**src/iot_pkg.sv**
```systemverilog
package iot_pkg;

    ////////////////////////////////////////////////////////////////////////////
    // Register map
    localparam logic [11:0] ADDR_TRIM = 12'h000;
    localparam logic [11:0] ADDR_STATUS = 12'h004;
    localparam logic [7:0] TRIM_RESET = 8'h00;

    ////////////////////////////////////////////////////////////////////////////
    // Trim register fields
    localparam int SRC_BIT = 7;
    localparam int PLL_BIT = 6;
    localparam int RSVD_BIT = 5;
    localparam int TUNE_MSB = 4;
    localparam int TUNE_LSB = 0;
    localparam int TUNE_W = TUNE_MSB - TUNE_LSB + 1;

    ////////////////////////////////////////////////////////////////////////////
    // Status register fields
    localparam int ST_PLL_ON = 0;
    localparam int ST_SRC_DIV = 1;
    localparam int ST_PLL_AVAIL = 2;
    localparam int ST_FREQ_OK = 3;

    ////////////////////////////////////////////////////////////////////////////
    // Low-frequency divider
    localparam int FAST_OSC_KHZ = 8000;
    localparam int LF_DIV_HZ = 31250;
    localparam int DIV_RATIO = FAST_OSC_KHZ * 1000 / LF_DIV_HZ;
    localparam int DIV_W = $clog2(DIV_RATIO);
    localparam logic [DIV_W-1:0] DIV_LAST = DIV_W'(DIV_RATIO - 1);

    ////////////////////////////////////////////////////////////////////////////
    // Fast oscillator frequency codes that allow the PLL
    localparam logic [2:0] FREQ_4MHZ = 3'h6;
    localparam logic [2:0] FREQ_8MHZ = 3'h7;

    function automatic logic pllFreqOk(input logic [2:0] freqSel);
        return (freqSel == FREQ_4MHZ) || (freqSel == FREQ_8MHZ);
    endfunction

endpackage

```
**src/iot_reg_if.sv**
```systemverilog
`timescale 1ns/100ps
interface iot_reg_if;
    logic wrStb;
    logic rdStb;
    logic [11:0] addr;
    logic [7:0] wdata;
    logic [31:0] rdata;
    logic hit;

    modport slave (
        output wrStb,
        output rdStb,
        output addr,
        output wdata,
        input rdata,
        input hit
    );

    modport core (
        input wrStb,
        input rdStb,
        input addr,
        input wdata,
        output rdata,
        output hit
    );
endinterface

```
**src/iot_apb_slave.sv**
```systemverilog
`timescale 1ns/100ps
module iot_apb_slave (
    input wire logic mclk,
    input wire logic rstn,
    input wire logic psel,
    input wire logic penable,
    input wire logic pwrite,
    input wire logic [11:0] paddr,
    input wire logic [31:0] pwdata,
    output logic [31:0] prdata,
    output logic pready,
    output logic pslverr,
    iot_reg_if.slave regs
);
    import iot_pkg::*;

    logic [31:0] prdata_r;
    wire setupRead = psel && !penable && !pwrite;
    wire access = psel && penable;

    assign regs.addr = paddr;
    assign regs.wdata = pwdata[7:0];
    assign regs.wrStb = access && pwrite && regs.hit;
    assign regs.rdStb = setupRead;

    // No wait states: read data is caught in the setup cycle
    assign pready = 1'b1;
    assign pslverr = access && !regs.hit;
    assign prdata = prdata_r;

    always_ff @(posedge mclk or negedge rstn) begin
        if (!rstn) begin
            prdata_r <= 32'h00000000;
        end else if (regs.rdStb) begin
            prdata_r <= regs.hit ? regs.rdata : 32'h00000000;
        end
    end
endmodule

```
**src/iot_lf_div.sv**
```systemverilog
`timescale 1ns/100ps
module iot_lf_div (
    input wire logic mclk,
    input wire logic rstn,
    input wire logic fastOscTick,
    output logic divTick
);
    import iot_pkg::*;

    logic [DIV_W-1:0] divCnt_r;

    // Free running so the output phase does not jump on source changes
    assign divTick = fastOscTick && (divCnt_r == DIV_LAST);

    always_ff @(posedge mclk or negedge rstn) begin
        if (!rstn) begin
            divCnt_r <= '0;
        end else if (fastOscTick) begin
            divCnt_r <= divCnt_r + DIV_W'(1);
        end
    end
endmodule

```
**src/iot_top.sv**
```systemverilog
// Implementation choices: the address map and the APB slave port.
`timescale 1ns/100ps
module iot_top (
    input wire logic mclk,
    input wire logic rstn,
    input wire logic psel,
    input wire logic penable,
    input wire logic pwrite,
    input wire logic [11:0] paddr,
    input wire logic [31:0] pwdata,
    output logic [31:0] prdata,
    output logic pready,
    output logic pslverr,
    input wire logic fastOscTick,
    input wire logic slowRcIn,
    input wire logic pllSupported,
    input wire logic [2:0] fastOscFreqSel,
    output logic lowFreqTick,
    output logic lowFreqSrcDiv,
    output logic pllEngage,
    output logic [iot_pkg::TUNE_W-1:0] freqTrim
);
    import iot_pkg::*;

    ////////////////////////////////////////////////////////////////////////////
    // Declarations

    iot_reg_if regs ();

    logic srcSel_r;
    logic pll_multiplier_enable_r;
    logic [TUNE_W-1:0] tune_r;
    logic srcSel_nxt;
    logic pll_multiplier_enable_nxt;
    logic [TUNE_W-1:0] tune_nxt;

    logic rcPrev_r;
    logic lowFreqTick_r;
    logic lowFreqTick_nxt;
    logic pllEngage_r;
    logic pllEngage_nxt;

    logic divTick;
    wire rcRise = slowRcIn && !rcPrev_r;

    ////////////////////////////////////////////////////////////////////////////
    // Bus slave and divider

    iot_apb_slave u_apb (
        .mclk(mclk),
        .rstn(rstn),
        .psel(psel),
        .penable(penable),
        .pwrite(pwrite),
        .paddr(paddr),
        .pwdata(pwdata),
        .prdata(prdata),
        .pready(pready),
        .pslverr(pslverr),
        .regs(regs)
    );

    iot_lf_div u_div (
        .mclk(mclk),
        .rstn(rstn),
        .fastOscTick(fastOscTick),
        .divTick(divTick)
    );

    ////////////////////////////////////////////////////////////////////////////
    // Address decode

    wire selTrim = (regs.addr == ADDR_TRIM);
    wire selStatus = (regs.addr == ADDR_STATUS);
    wire wrTrim = regs.wrStb && selTrim;

    assign regs.hit = selTrim || selStatus;

    ////////////////////////////////////////////////////////////////////////////
    // Read data

    // Bit six masked on read as well, since support may be withdrawn
    wire pllVisible = pll_multiplier_enable_r && pllSupported;

    wire [7:0] trimRead = {srcSel_r, pllVisible, 1'b0, tune_r};

    wire [7:0] statusRead = {
        4'h0,
        pllFreqOk(fastOscFreqSel),
        pllSupported,
        srcSel_r,
        pllEngage_r
    };

    assign regs.rdata = selTrim ? {24'h000000, trimRead}
        : selStatus ? {24'h000000, statusRead}
        : 32'h00000000;

    ////////////////////////////////////////////////////////////////////////////
    // Trim register

    // Enable only stored when the configuration offers a PLL
    assign pll_multiplier_enable_nxt = wrTrim ? (regs.wdata[PLL_BIT] && pllSupported)
        : (pll_multiplier_enable_r && pllSupported);
    assign srcSel_nxt = wrTrim ? regs.wdata[SRC_BIT] : srcSel_r;
    assign tune_nxt = wrTrim ? regs.wdata[TUNE_MSB:TUNE_LSB] : tune_r;

    always_ff @(posedge mclk or negedge rstn) begin
        if (!rstn) begin
            srcSel_r <= TRIM_RESET[SRC_BIT];
            pll_multiplier_enable_r <= TRIM_RESET[PLL_BIT];
            tune_r <= TRIM_RESET[TUNE_MSB:TUNE_LSB];
        end else begin
            srcSel_r <= srcSel_nxt;
            pll_multiplier_enable_r <= pll_multiplier_enable_nxt;
            tune_r <= tune_nxt;
        end
    end

    ////////////////////////////////////////////////////////////////////////////
    // Low-frequency clock selection

    // Both sources stay live, so switching loses at most one period
    assign lowFreqTick_nxt = srcSel_r ? divTick : rcRise;

    always_ff @(posedge mclk or negedge rstn) begin
        if (!rstn) begin
            rcPrev_r <= 1'b0;
            lowFreqTick_r <= 1'b0;
        end else begin
            rcPrev_r <= slowRcIn;
            lowFreqTick_r <= lowFreqTick_nxt;
        end
    end

    ////////////////////////////////////////////////////////////////////////////
    // PLL engage

    // Any other frequency keeps the PLL off even with the bit set
    assign pllEngage_nxt = pllVisible && pllFreqOk(fastOscFreqSel);

    always_ff @(posedge mclk or negedge rstn) begin
        if (!rstn) begin
            pllEngage_r <= 1'b0;
        end else begin
            pllEngage_r <= pllEngage_nxt;
        end
    end

    ////////////////////////////////////////////////////////////////////////////
    // Outputs

    assign lowFreqTick = lowFreqTick_r;
    assign lowFreqSrcDiv = srcSel_r;
    assign pllEngage = pllEngage_r;
    // Trim code to the oscillator: higher code, higher frequency
    assign freqTrim = tune_r;

    // Independent reference for the divider phase
    logic [DIV_W-1:0] refCnt_r;

    always_ff @(posedge mclk or negedge rstn) begin
        if (!rstn) begin
            refCnt_r <= '0;
        end else if (fastOscTick) begin
            refCnt_r <= refCnt_r + DIV_W'(1);
        end
    end

    wire refWrap = fastOscTick && (refCnt_r == DIV_LAST);

    // Anything outside the two words is refused
    wire unmappedAddr = (paddr != ADDR_TRIM) && (paddr != ADDR_STATUS);
endmodule

```
**config.mk**
```make
export PLATFORM = sky130hd
export DESIGN_NAME = iot_top
export DESIGN_NICKNAME = d
export VERILOG_FILES = /design/src/iot_pkg.sv /design/src/iot_reg_if.sv /design/src/iot_apb_slave.sv /design/src/iot_lf_div.sv /design/src/iot_top.sv
export SDC_FILE = /design/constraint.sdc
export NUM_CORES = 1
export LEC_CHECK = 0
export BUFFER_PORTS_ARGS = -buffer_cell sky130_fd_sc_hd__clkbuf_2
export CORE_MARGIN = 5
export CORE_UTILIZATION = 43
export DETAILED_ROUTE_END_ITERATION = 8
export PLACE_DENSITY = 0.91
export SLEW_MARGIN = 20
export SYNTH_ARGS = -nofsm -noshare
export SYNTH_HDL_FRONTEND = slang
export SYNTH_SLANG_ARGS = --single-unit
```
**constraint.sdc**
```tcl
create_clock -name mclk -period 2.9 [get_ports mclk]
set_input_delay 0.145 -clock mclk [delete_from_list [all_inputs] [get_ports mclk]]
set_output_delay 0.145 -clock mclk [all_outputs]
set_load 0.02 [all_outputs]
```
# --- After elaboration in Yosys (flattened, before gate mapping) ---
# Cells that the tools add are included.
word_totals:
  latch_bits: 0
  ram_bits: 0
  output_inout_bits: 42
  n_memories: 0
  mem_bits_ro: 0
  register_bits: 50
classes:
  shift: 0
  magnitude_cmp: 0
  add_sub_neg: 1
  bitwise_logic: 0
  mul: 0
  eq_ne: 4
  n_reduce_logical: 19
  muxes: 5
  n_div: 0
ops:
  columns: ["operator", "count"]
  rows:
  - ["$mux 8", 2]
  - ["$eq 12x3->1 const B", 1]
  - ["$logic_and 1x1->1", 12]
  - ["$logic_not 12->1", 1]
  - ["$add 8x1->8 const B", 1]
  - ["$eq 8x8->1 const B", 1]
  - ["$eq 3x3->1 const B", 2]
  - ["$logic_not 1->1", 4]
  - ["$mux 4", 1]
  - ["$logic_or 1x1->1", 2]
  - ["$mux 1", 2]

# --- Depth between registers and ports, before layout ---
# Gate-level depths: netlist of the first run.
depth:
  depth_word: 5
  mapped_depth: 4

# --- Hierarchy ---
# Synthesis of the first run repeated with hierarchy kept, for this count alone.
unflattened:
  cells_unflattened: 239
  area_unflattened_um2: 2543.7
by_module_without_submodules:
  columns: ["module", "area_per_inst_um2", "instances", "cells_each"]
  rows:
  - ["iot_apb_slave", 1641.6, 1, 163]
  - ["iot_top", 543.0, 1, 46]
  - ["iot_lf_div", 359.1, 1, 30]

# --- Worst setup path before layout of the first run ---
# Ideal clock, no wire load.
synth_path:
  path_type: "input port to flip-flop"
  startpoint: "input paddr[2]"
  endpoint: "register tune_r[0] (netlist: freqTrim[0])"
  setup_time_ps: 125
  arrival_ps: 1000
  stages: 4
  setup_slack_ps: 1775
  n_path_buf: 1
  cell_sequence: "buf_6 > and4b_1 > nand4_4 > mux2_2"
synth_between:
  elab_chain_len: 4
  elab_cells_between_ends: 5
synth_rtl:
  columns: ["element", "line_no", "source"]
  rows:
  - ["from (decl)", "iot_top.sv:9", "input wire logic [11:0] paddr,"]
  - ["$eq 12x3->1 or $logic_not 12->1 (tied branches)", "iot_top.sv:74, iot_top.sv:73", null]
  - ["$logic_or 1x1->1", "iot_top.sv:77", "assign regs.hit = selTrim || selStatus;"]
  - ["$logic_and 1x1->1", "iot_apb_slave.sv:23", "assign regs.wrStb = access && pwrite && regs.hit;"]
  - ["$logic_and 1x1->1 *", "iot_top.sv:75", "wire wrTrim = regs.wrStb && selTrim;"]
  - ["to (signal assigned)", "iot_top.sv:112", "tune_r <= TRIM_RESET[TUNE_MSB:TUNE_LSB];"]
  - ["to (signal assigned)", "iot_top.sv:116", "tune_r <= tune_nxt;"]
  - ["to (decl)", "iot_top.sv:32", "logic [TUNE_W-1:0] tune_r;"]
# Mark *: on every way between the ends. The rest lies on a longest branch, timed or not.
# A chain may end at the register's enable or synchronous reset.

# --- Final worst setup path of the first run ---
layout_path:
  startpoint: "register u_div.divCnt_r[0]"
  endpoint: "register u_div.divCnt_r[6]"
layout_between:
  elab_chain_len: 1
layout_rtl:
  columns: ["element", "line_no", "source"]
  rows:
  - ["from (decl)", "iot_lf_div.sv:10", "logic [DIV_W-1:0] divCnt_r;"]
  - ["from (signal assigned)", "iot_lf_div.sv:19", "divCnt_r <= divCnt_r + DIV_W'(1);"]
  - ["$add 8x1->8", "iot_lf_div.sv:19", null]
# Every way passes these cells.

==> results of run 1 <==
-- cell usage in the layout (no fill, tap or decap), types with 3 or more instances in the layout --
cell,count
nor2_1,3
dfrtp_1,25
mux2i_1,4
o21ai_0,7
nand4_1,5
nand2_1,14
xnor2_1,4
xor2_1,3
mux2_2,7
clkbuf_2,44
clkbuf_4,3
conb_1,26
-- worst paths after layout --
| path | from | endpoint | cells past startpoint |
|---|---|---|---|
| hold / removal | fastOscFreqSel[1] | pllEngage$_DFF_PN0_ | 3 |
| min in group asynchronous | rstn | u_div.divCnt_r[0]$_DFFE_PN0P_ | 2 |
| setup / recovery | u_div.divCnt_r[0]$_DFFE_PN0P_ | u_div.divCnt_r[6]$_DFFE_PN0P_ | 4 |
| hold reg to reg | u_div.divCnt_r[7]$_DFFE_PN0P_ | u_div.divCnt_r[7]$_DFFE_PN0P_ | 1 |
| max in group asynchronous | rstn | u_apb.prdata[6]$_DFFE_PN0P_ | 2 |
| setup reg to reg | u_div.divCnt_r[0]$_DFFE_PN0P_ | u_div.divCnt_r[6]$_DFFE_PN0P_ | 4 |
-- power groups by stage --
| stage | clock network, mW | logic [mW] | registers, mW |
|---|---|---|---|
| final | 0.147 | 0.152 | 0.445 |
| after CTS | 0.150 | 0.153 | 0.445 |
| after detailed placement | 0 | 0.151 | 0.451 |
| after global routing | 0.167 | 0.176 | 0.457 |
| after global placement | 0 | 0.145 | 0.449 |
| after floorplan | 0 | 0.136 | 0.443 |
-- per-stage QoR --
stage / instances / total power, mW / setup slack [ns]
2_1_floorplan: 143 / 0.5787 / 1.775
3_3_place_gp: 192 / 0.5942 / 1.601
3_5_place_dp: 192 / 0.6022 / 1.593
4_1_cts: 198 / 0.7472 / 1.740
5_1_grt: 198 / 0.8005 / 1.610
6_report: 198 / 0.7435 / 1.747
-- layer usage --
metal / track usage, % / share of wire, %
met1: 14.24 / 40
met2: 19.47 / 52
met3: 1.197 / 6.5
met4: 5.440 / 1.2
met5: 0 / 0
-- cell families after synthesis --
group	count (synthesis)
fa+ha+maj	1
compound gates	10
flops	25
buf+inv	28
other cells	2
xor+xnor	7
mux	11
simple gates	35
-- state kept, by name, indices dropped and copies added (netlist names) --
register,cells
pllEngage,1
u_div.divCnt_r,8
lowFreqTick,1
u_apb.prdata,7
rcPrev_r,1
freqTrim,5
pll_multiplier_enable_r,1
lowFreqSrcDiv,1
-- cells in the mapped netlist, drive strengths merged --
library cell,number,area share [%]
buf,27,16
dfrtp,25,47
nand2,14,4.0
mux2,7,5.9
o21ai,7,2.6
nand4,6,4.0
mux2i,4,3.0
xnor2,4,2.6
nor2,3,0.85
xor2,3,2.0
a31oi,2,0.94
conb,2,0.57
nand2b,2,0.94
nor4,2,3.2
or3b,2,1.3
and3,1,0.47
and4b,1,0.76
clkbuf,1,0.28
ha,1,0.94
nand3,1,0.38
nor2b,1,0.47
nor3,1,0.76
nor3b,1,0.57
o31ai,1,0.57
-- final cells by class --
type | instances | area, sq um
fill | 287 | 1490
sequential | 25 | 625.6
timing repair buffer | 46 | 240.2
clock buffer | 4 | 26.28
multi-input combinational | 90 | 579.3
tap | 33 | 41.29
-- critical path, delay by kind of cell (launching register included) --
family                     cells  cell delay, ns
xor gates and xnor gates       1            0.14
adders and majority gates      1            0.18
DFF                            1            0.41
and+or+nand+nor                2            0.33
==> results.sh, run 1 <==
export IMPL_crit_fanout=3
export IMPL_clk_insertion_delay_late_ns=0.30
export IMPL_grt_overflow=0
export IMPL_critPathArrivalTime_ns=1.36
export IMPL_grt_max_degree=26
export IMPL_cts_setup_buffers=0
export IMPL_ctsLongestPathBuffers=2
export IMPL_gp_congestion=0.7146
export IMPL_ir_worst_vdd_mv=0.2956
export IMPL_crit_type="flop to flop"
export IMPL_p_int_uw=518.9
export IMPL_holdWs_ns=0.03417
export IMPL_initial_core_util_pct=44.13
export IMPL_dr_pass1_iters=4
export IMPL_synth_top_family_by_area="simple AND/OR/NAND/NOR gates"
export IMPL_cp_slowest_stage_delay_ns=0.41
export IMPL_synthAdderAreaFrac_pct=0.9443
export IMPL_grt_pass1_wl_um=3795
export IMPL_post_route_util_pct=50.38
export IMPL_p_seq_share_pct=59.9
export IMPL_cts_hold_buf=2
export IMPL_startpoint_type="flop"
export IMPL_path_clk_slew_ns=0.12
export IMPL_switching_power_uw=224.6
export IMPL_combPwrFrac_pct=20.4
export IMPL_drive_gt1_share_pct=36.36
export IMPL_synthMuxAreaShare_pct=8.971
export IMPL_viasPerCell=4.601
export IMPL_ys_ff_latch=25
export IMPL_synth_compound_area_share_pct=4.155
export IMPL_drv_cap=0
export IMPL_synthDistinctLibCells=26
export IMPL_maxClockFrequency_mhz=867.0
export IMPL_ys_seq_area_share_pct=47.21
export IMPL_synth_area_per_cell_sq_um=11.13
export IMPL_swShare_pct=30.21
export IMPL_die_h_um=65.51
export IMPL_antenna_found_initial=0
export IMPL_cts_made_buffers=3
export IMPL_yosys_area_share_simple_pct=17.66
export IMPL_cts_resized_gates=0
export IMPL_hold_path_class="input port to flop"
export IMPL_hpwl_um=2007
export IMPL_end_kind="flop"
export IMPL_route_detailed_drc=0
export IMPL_rrSetupSlack_ns=1.75
export IMPL_syn_area_sq_um=1325
export IMPL_place_area_sq_um=1466
export IMPL_worst_pin_slew_ns=0.5755
export IMPL_skew_ns=0.001421
export IMPL_io_buffer_count=44
export IMPL_worst_ep_required_time_ns=3.10
export IMPL_totalWireLength_um=2319
export IMPL_grt_pass1_vias=870
export IMPL_nets=222
export IMPL_clock_sinks=25
export IMPL_rsz0062_at_grt="no"
export IMPL_power_frac_clock_pct=19.7
export IMPL_die_area_sq_um=4292
export IMPL_power_density_nw_per_um2=491.5
export IMPL_die_x_um=65.51
export IMPL_syn_to_final_growth_pct=14.16
export IMPL_wire_per_inst_um=11.71
export IMPL_drtIter0Drc=12
export IMPL_cp_cell_sequence="ha_1 > and3_1 > nand4_1 > xnor2_1"
export IMPL_finalHoldViolCount=0
export IMPL_tns_ns=0
export IMPL_grt_usage_pct=11.37
export IMPL_critical_path_slowest_cell="dfrtp_1"
export IMPL_layout_min_cycle_time_ns=1.153
export IMPL_tritoncts="done"
export IMPL_leakage_nw=0.8111
export IMPL_ant_nets=0
export IMPL_status="finished clean"
export IMPL_io_pins=97
export IMPL_yosys_warnings=0
export IMPL_post_route_period_util_pct=39.77
export IMPL_slew_violations=0
export IMPL_netlist_instances=119
export IMPL_htreeDepth=1
export IMPL_core_area_sq_um=3003
export IMPL_setup_viol=0
export IMPL_yosys_area_share_xor_xnor_pct=4.627
export IMPL_relSlewSlack_pct=61.63
export IMPL_antennaDiodeCount=0
export IMPL_root_buffer="clkbuf_4"
export IMPL_stdcell_area_sq_um=1513
export IMPL_num_rows=20
export IMPL_vias=911
Power figures use the tool's default switching activity.
==> inputs of run 2 (changes only) <==
--- a/config.mk
+++ b/config.mk
@@ -7,9 +7,9 @@
 export LEC_CHECK = 0
 export BUFFER_PORTS_ARGS = -buffer_cell sky130_fd_sc_hd__clkbuf_2
 export CORE_MARGIN = 5
-export CORE_UTILIZATION = 43
+export CORE_UTILIZATION = 40
 export DETAILED_ROUTE_END_ITERATION = 8
-export PLACE_DENSITY = 0.91
+export PLACE_DENSITY = 0.86
 export SLEW_MARGIN = 20
 export SYNTH_ARGS = -nofsm -noshare
 export SYNTH_HDL_FRONTEND = slang
==> constraint.sdc (replaced) <==
create_clock -name mclk -period 1.2 [get_ports mclk]
set_input_delay 0.06 -clock mclk [delete_from_list [all_inputs] [get_ports mclk]]
set_output_delay 0.06 -clock mclk [all_outputs]
set_load 0.02 [all_outputs]
==> run 2 against run 1 <==
Compared with the run above:
- utilization is 3.5 points higher
- global-route usage increased by 0.60 points
- combinational power grew to 3.0 times the previous value
- non-clock buffer count up 14
- via count up 4.8%
- worst setup slack got worse by 1.7 ns
- die area grew 6.3%
- first-iteration DRC count unchanged
- sequential power up 140%
- sequential share of layout area is 3.9 points lower
- sequential cell count stayed put
- register-to-register slack got worse by 1.7 ns
- critical path type is now input port to flop
- largest power group unchanged
- highest routed layer unchanged
==> results.sh, run 2 (synthesized netlist as in run 1, its figures left out) <==
export IMPL_largest_reg_flops=8
export IMPL_startpoint_type="input port"
export IMPL_die_area_sq_um=4564
export IMPL_die_x_um=67.56
export IMPL_core_area_sq_um=3103
export IMPL_crit_fanout=2
export IMPL_worst_ep_required_time_ns=1.44
export IMPL_final_cell_mix="clkbuf_2 (44), conb_1 (26), dfrtp_1 (25), nand2_1 (14), dlygate4sd3_1 (12)"
export IMPL_antennaDiodeCount=0
export IMPL_power_density_nw_per_um2=1126
export IMPL_nets=236
export IMPL_path_clk_slew_ns=0.12
export IMPL_io_buffer_count=44
export IMPL_hold_path_class="input port to flop"
export IMPL_dpl_worst_slack_ns=-0.05462
export IMPL_leakage_nw=0.8772
export IMPL_maxClockFrequency_mhz=867.7
export IMPL_grt_overflow=0
export IMPL_viasPerCell=4.283
export IMPL_antenna_found_initial=0
export IMPL_critPathArrivalTime_ns=1.39
export IMPL_fin_ws_ns=0.04756
export IMPL_ant_nets=0
export IMPL_holdWs_ns=0.05444
export IMPL_ctsLongestPathBuffers=2
export IMPL_grt_pass1_vias=937
export IMPL_crit_type="input port to flop"
export IMPL_initial_core_util_pct=42.70
export IMPL_drtIter0Drc=12
export IMPL_grt_pass1_wl_um=4084
export IMPL_gp_congestion=0.8087
export IMPL_status="finished clean"
export IMPL_setup_viol=0
export IMPL_ir_worst_vdd_mv=0.9319
export IMPL_route_detailed_drc=0
export IMPL_stdcell_area_sq_um=1670
export IMPL_cts_made_buffers=3
export IMPL_root_buffer="clkbuf_4"
export IMPL_grt_max_degree=26
export IMPL_end_kind="flop"
export IMPL_layout_min_cycle_time_ns=1.152
export IMPL_relSlewSlack_pct=61.21
export IMPL_final_common_cell="clkbuf_2"
export IMPL_die_h_um=67.56
export IMPL_vias=955
export IMPL_finalHoldViolCount=0
export IMPL_multi_input_comb_area_sq_um=586.8
export IMPL_slew_violations=0
export IMPL_regArea_sq_um=625.6
export IMPL_totalWireLength_um=2683
export IMPL_grt_usage_pct=11.97
export IMPL_post_route_period_util_pct=96.04
export IMPL_top_register="u_div.divCnt_r"
export IMPL_drv_cap=0
export IMPL_hpwl_um=2182
export IMPL_syn_to_final_growth_pct=26.06
export IMPL_clock_sinks=25
export IMPL_rsz0062_at_grt="yes"
export IMPL_fill_cells=278
export IMPL_io_pins=97
export IMPL_drive_gt1_share_pct=36.87
export IMPL_tns_ns=0
export IMPL_skew_ns=0.0006065
export IMPL_dr_pass1_iters=4
export IMPL_htreeDepth=1
export IMPL_wire_per_inst_um=12.03
export IMPL_clk_insertion_delay_late_ns=0.30
export IMPL_num_rows=20
export IMPL_tritoncts="done"
export IMPL_worst_pin_slew_ns=0.5819
export IMPL_place_area_sq_um=1495
[run 2: changes by cell type in the layout (fill, tap and decap cells not counted)]
cell / delta
ha_1: -1
buf_4: +3
ha_2: +1
clkbuf_1: -1
and3_1: -1
and3_4: +1
clkinv_2: +1
dlymetal6s4s_1: +1
dlygate4sd3_1: +10
[run 2: cell type report]
type                       count  area share (%)
timing repair buffer          60           22.47
multi-input combinational     90           35.13
tap                           44           3.296
clock buffer                   3           1.348
sequential                    25           37.45
clock inverter                 1          0.2996
[run 2: critical path, cell delays in order]
cell	delay, ns
dlygate4sd3_1	0.53
clkbuf_2	0.11
nand2_1	0.04
dlygate4sd3_1	0.55
nor2_1	0.10
[run 2: final timing paths]
path                       slack (ns)  depth (start not counted)                       endpoint                     startpoint
max reg2reg                      0.08                          4  u_div.divCnt_r[6]$_DFFE_PN0P_  u_div.divCnt_r[0]$_DFFE_PN0P_
max in group asynchronous        0.53                          2    u_apb.prdata[0]$_DFFE_PN0P_                           rstn
max                              0.05                          5            pllEngage$_DFF_PN0_              fastOscFreqSel[1]
min                              0.05                          3            pllEngage$_DFF_PN0_                   pllSupported
min reg2reg                      0.49                          1  u_div.divCnt_r[6]$_DFFE_PN0P_  u_div.divCnt_r[6]$_DFFE_PN0P_
min in group asynchronous        0.29                          2  u_div.divCnt_r[4]$_DFFE_PN0P_                           rstn
[run 2: metal layers]
metal	global-route usage (%)	vias to the layer above	routed length, um
met2	22.11	38	1431
met3	1.331	8	218
li1	-	476	-
met5	0	-	0
met4	7.848	0	99
met1	12.62	433	933
[run 2: what timing repair did]
action / CTS / global route
resized for setup: 0 / 3
setup endpoints to repair: 0 / 2
hold endpoints to repair: 35 / 0
hold buffers: 13 / 0
setup buffers: 0 / 1
[run 2: stage by stage]
step / power (mW) / util, % / cells
after global placement: 1.442 / 48.19 / 205
final: 1.880 / 53.83 / 223
after global routing: 1.998 / 53.83 / 223
after floorplan: 1.399 / - / 143
after CTS: 1.861 / 53.27 / 222
after detailed placement: 1.473 / 48.19 / 205
[run 2: power breakdown]
group / total [mW] / internal [mW] / leakage (nW) / switching (mW)
clock: 0.351 / 0.124 / 0.0177 / 0.227
sequential: 1.08 / 0.961 / 0.334 / 0.119
combinational: 0.449 / 0.220 / 0.525 / 0.229
total: 1.88 / 1.31 / 0.877 / 0.575
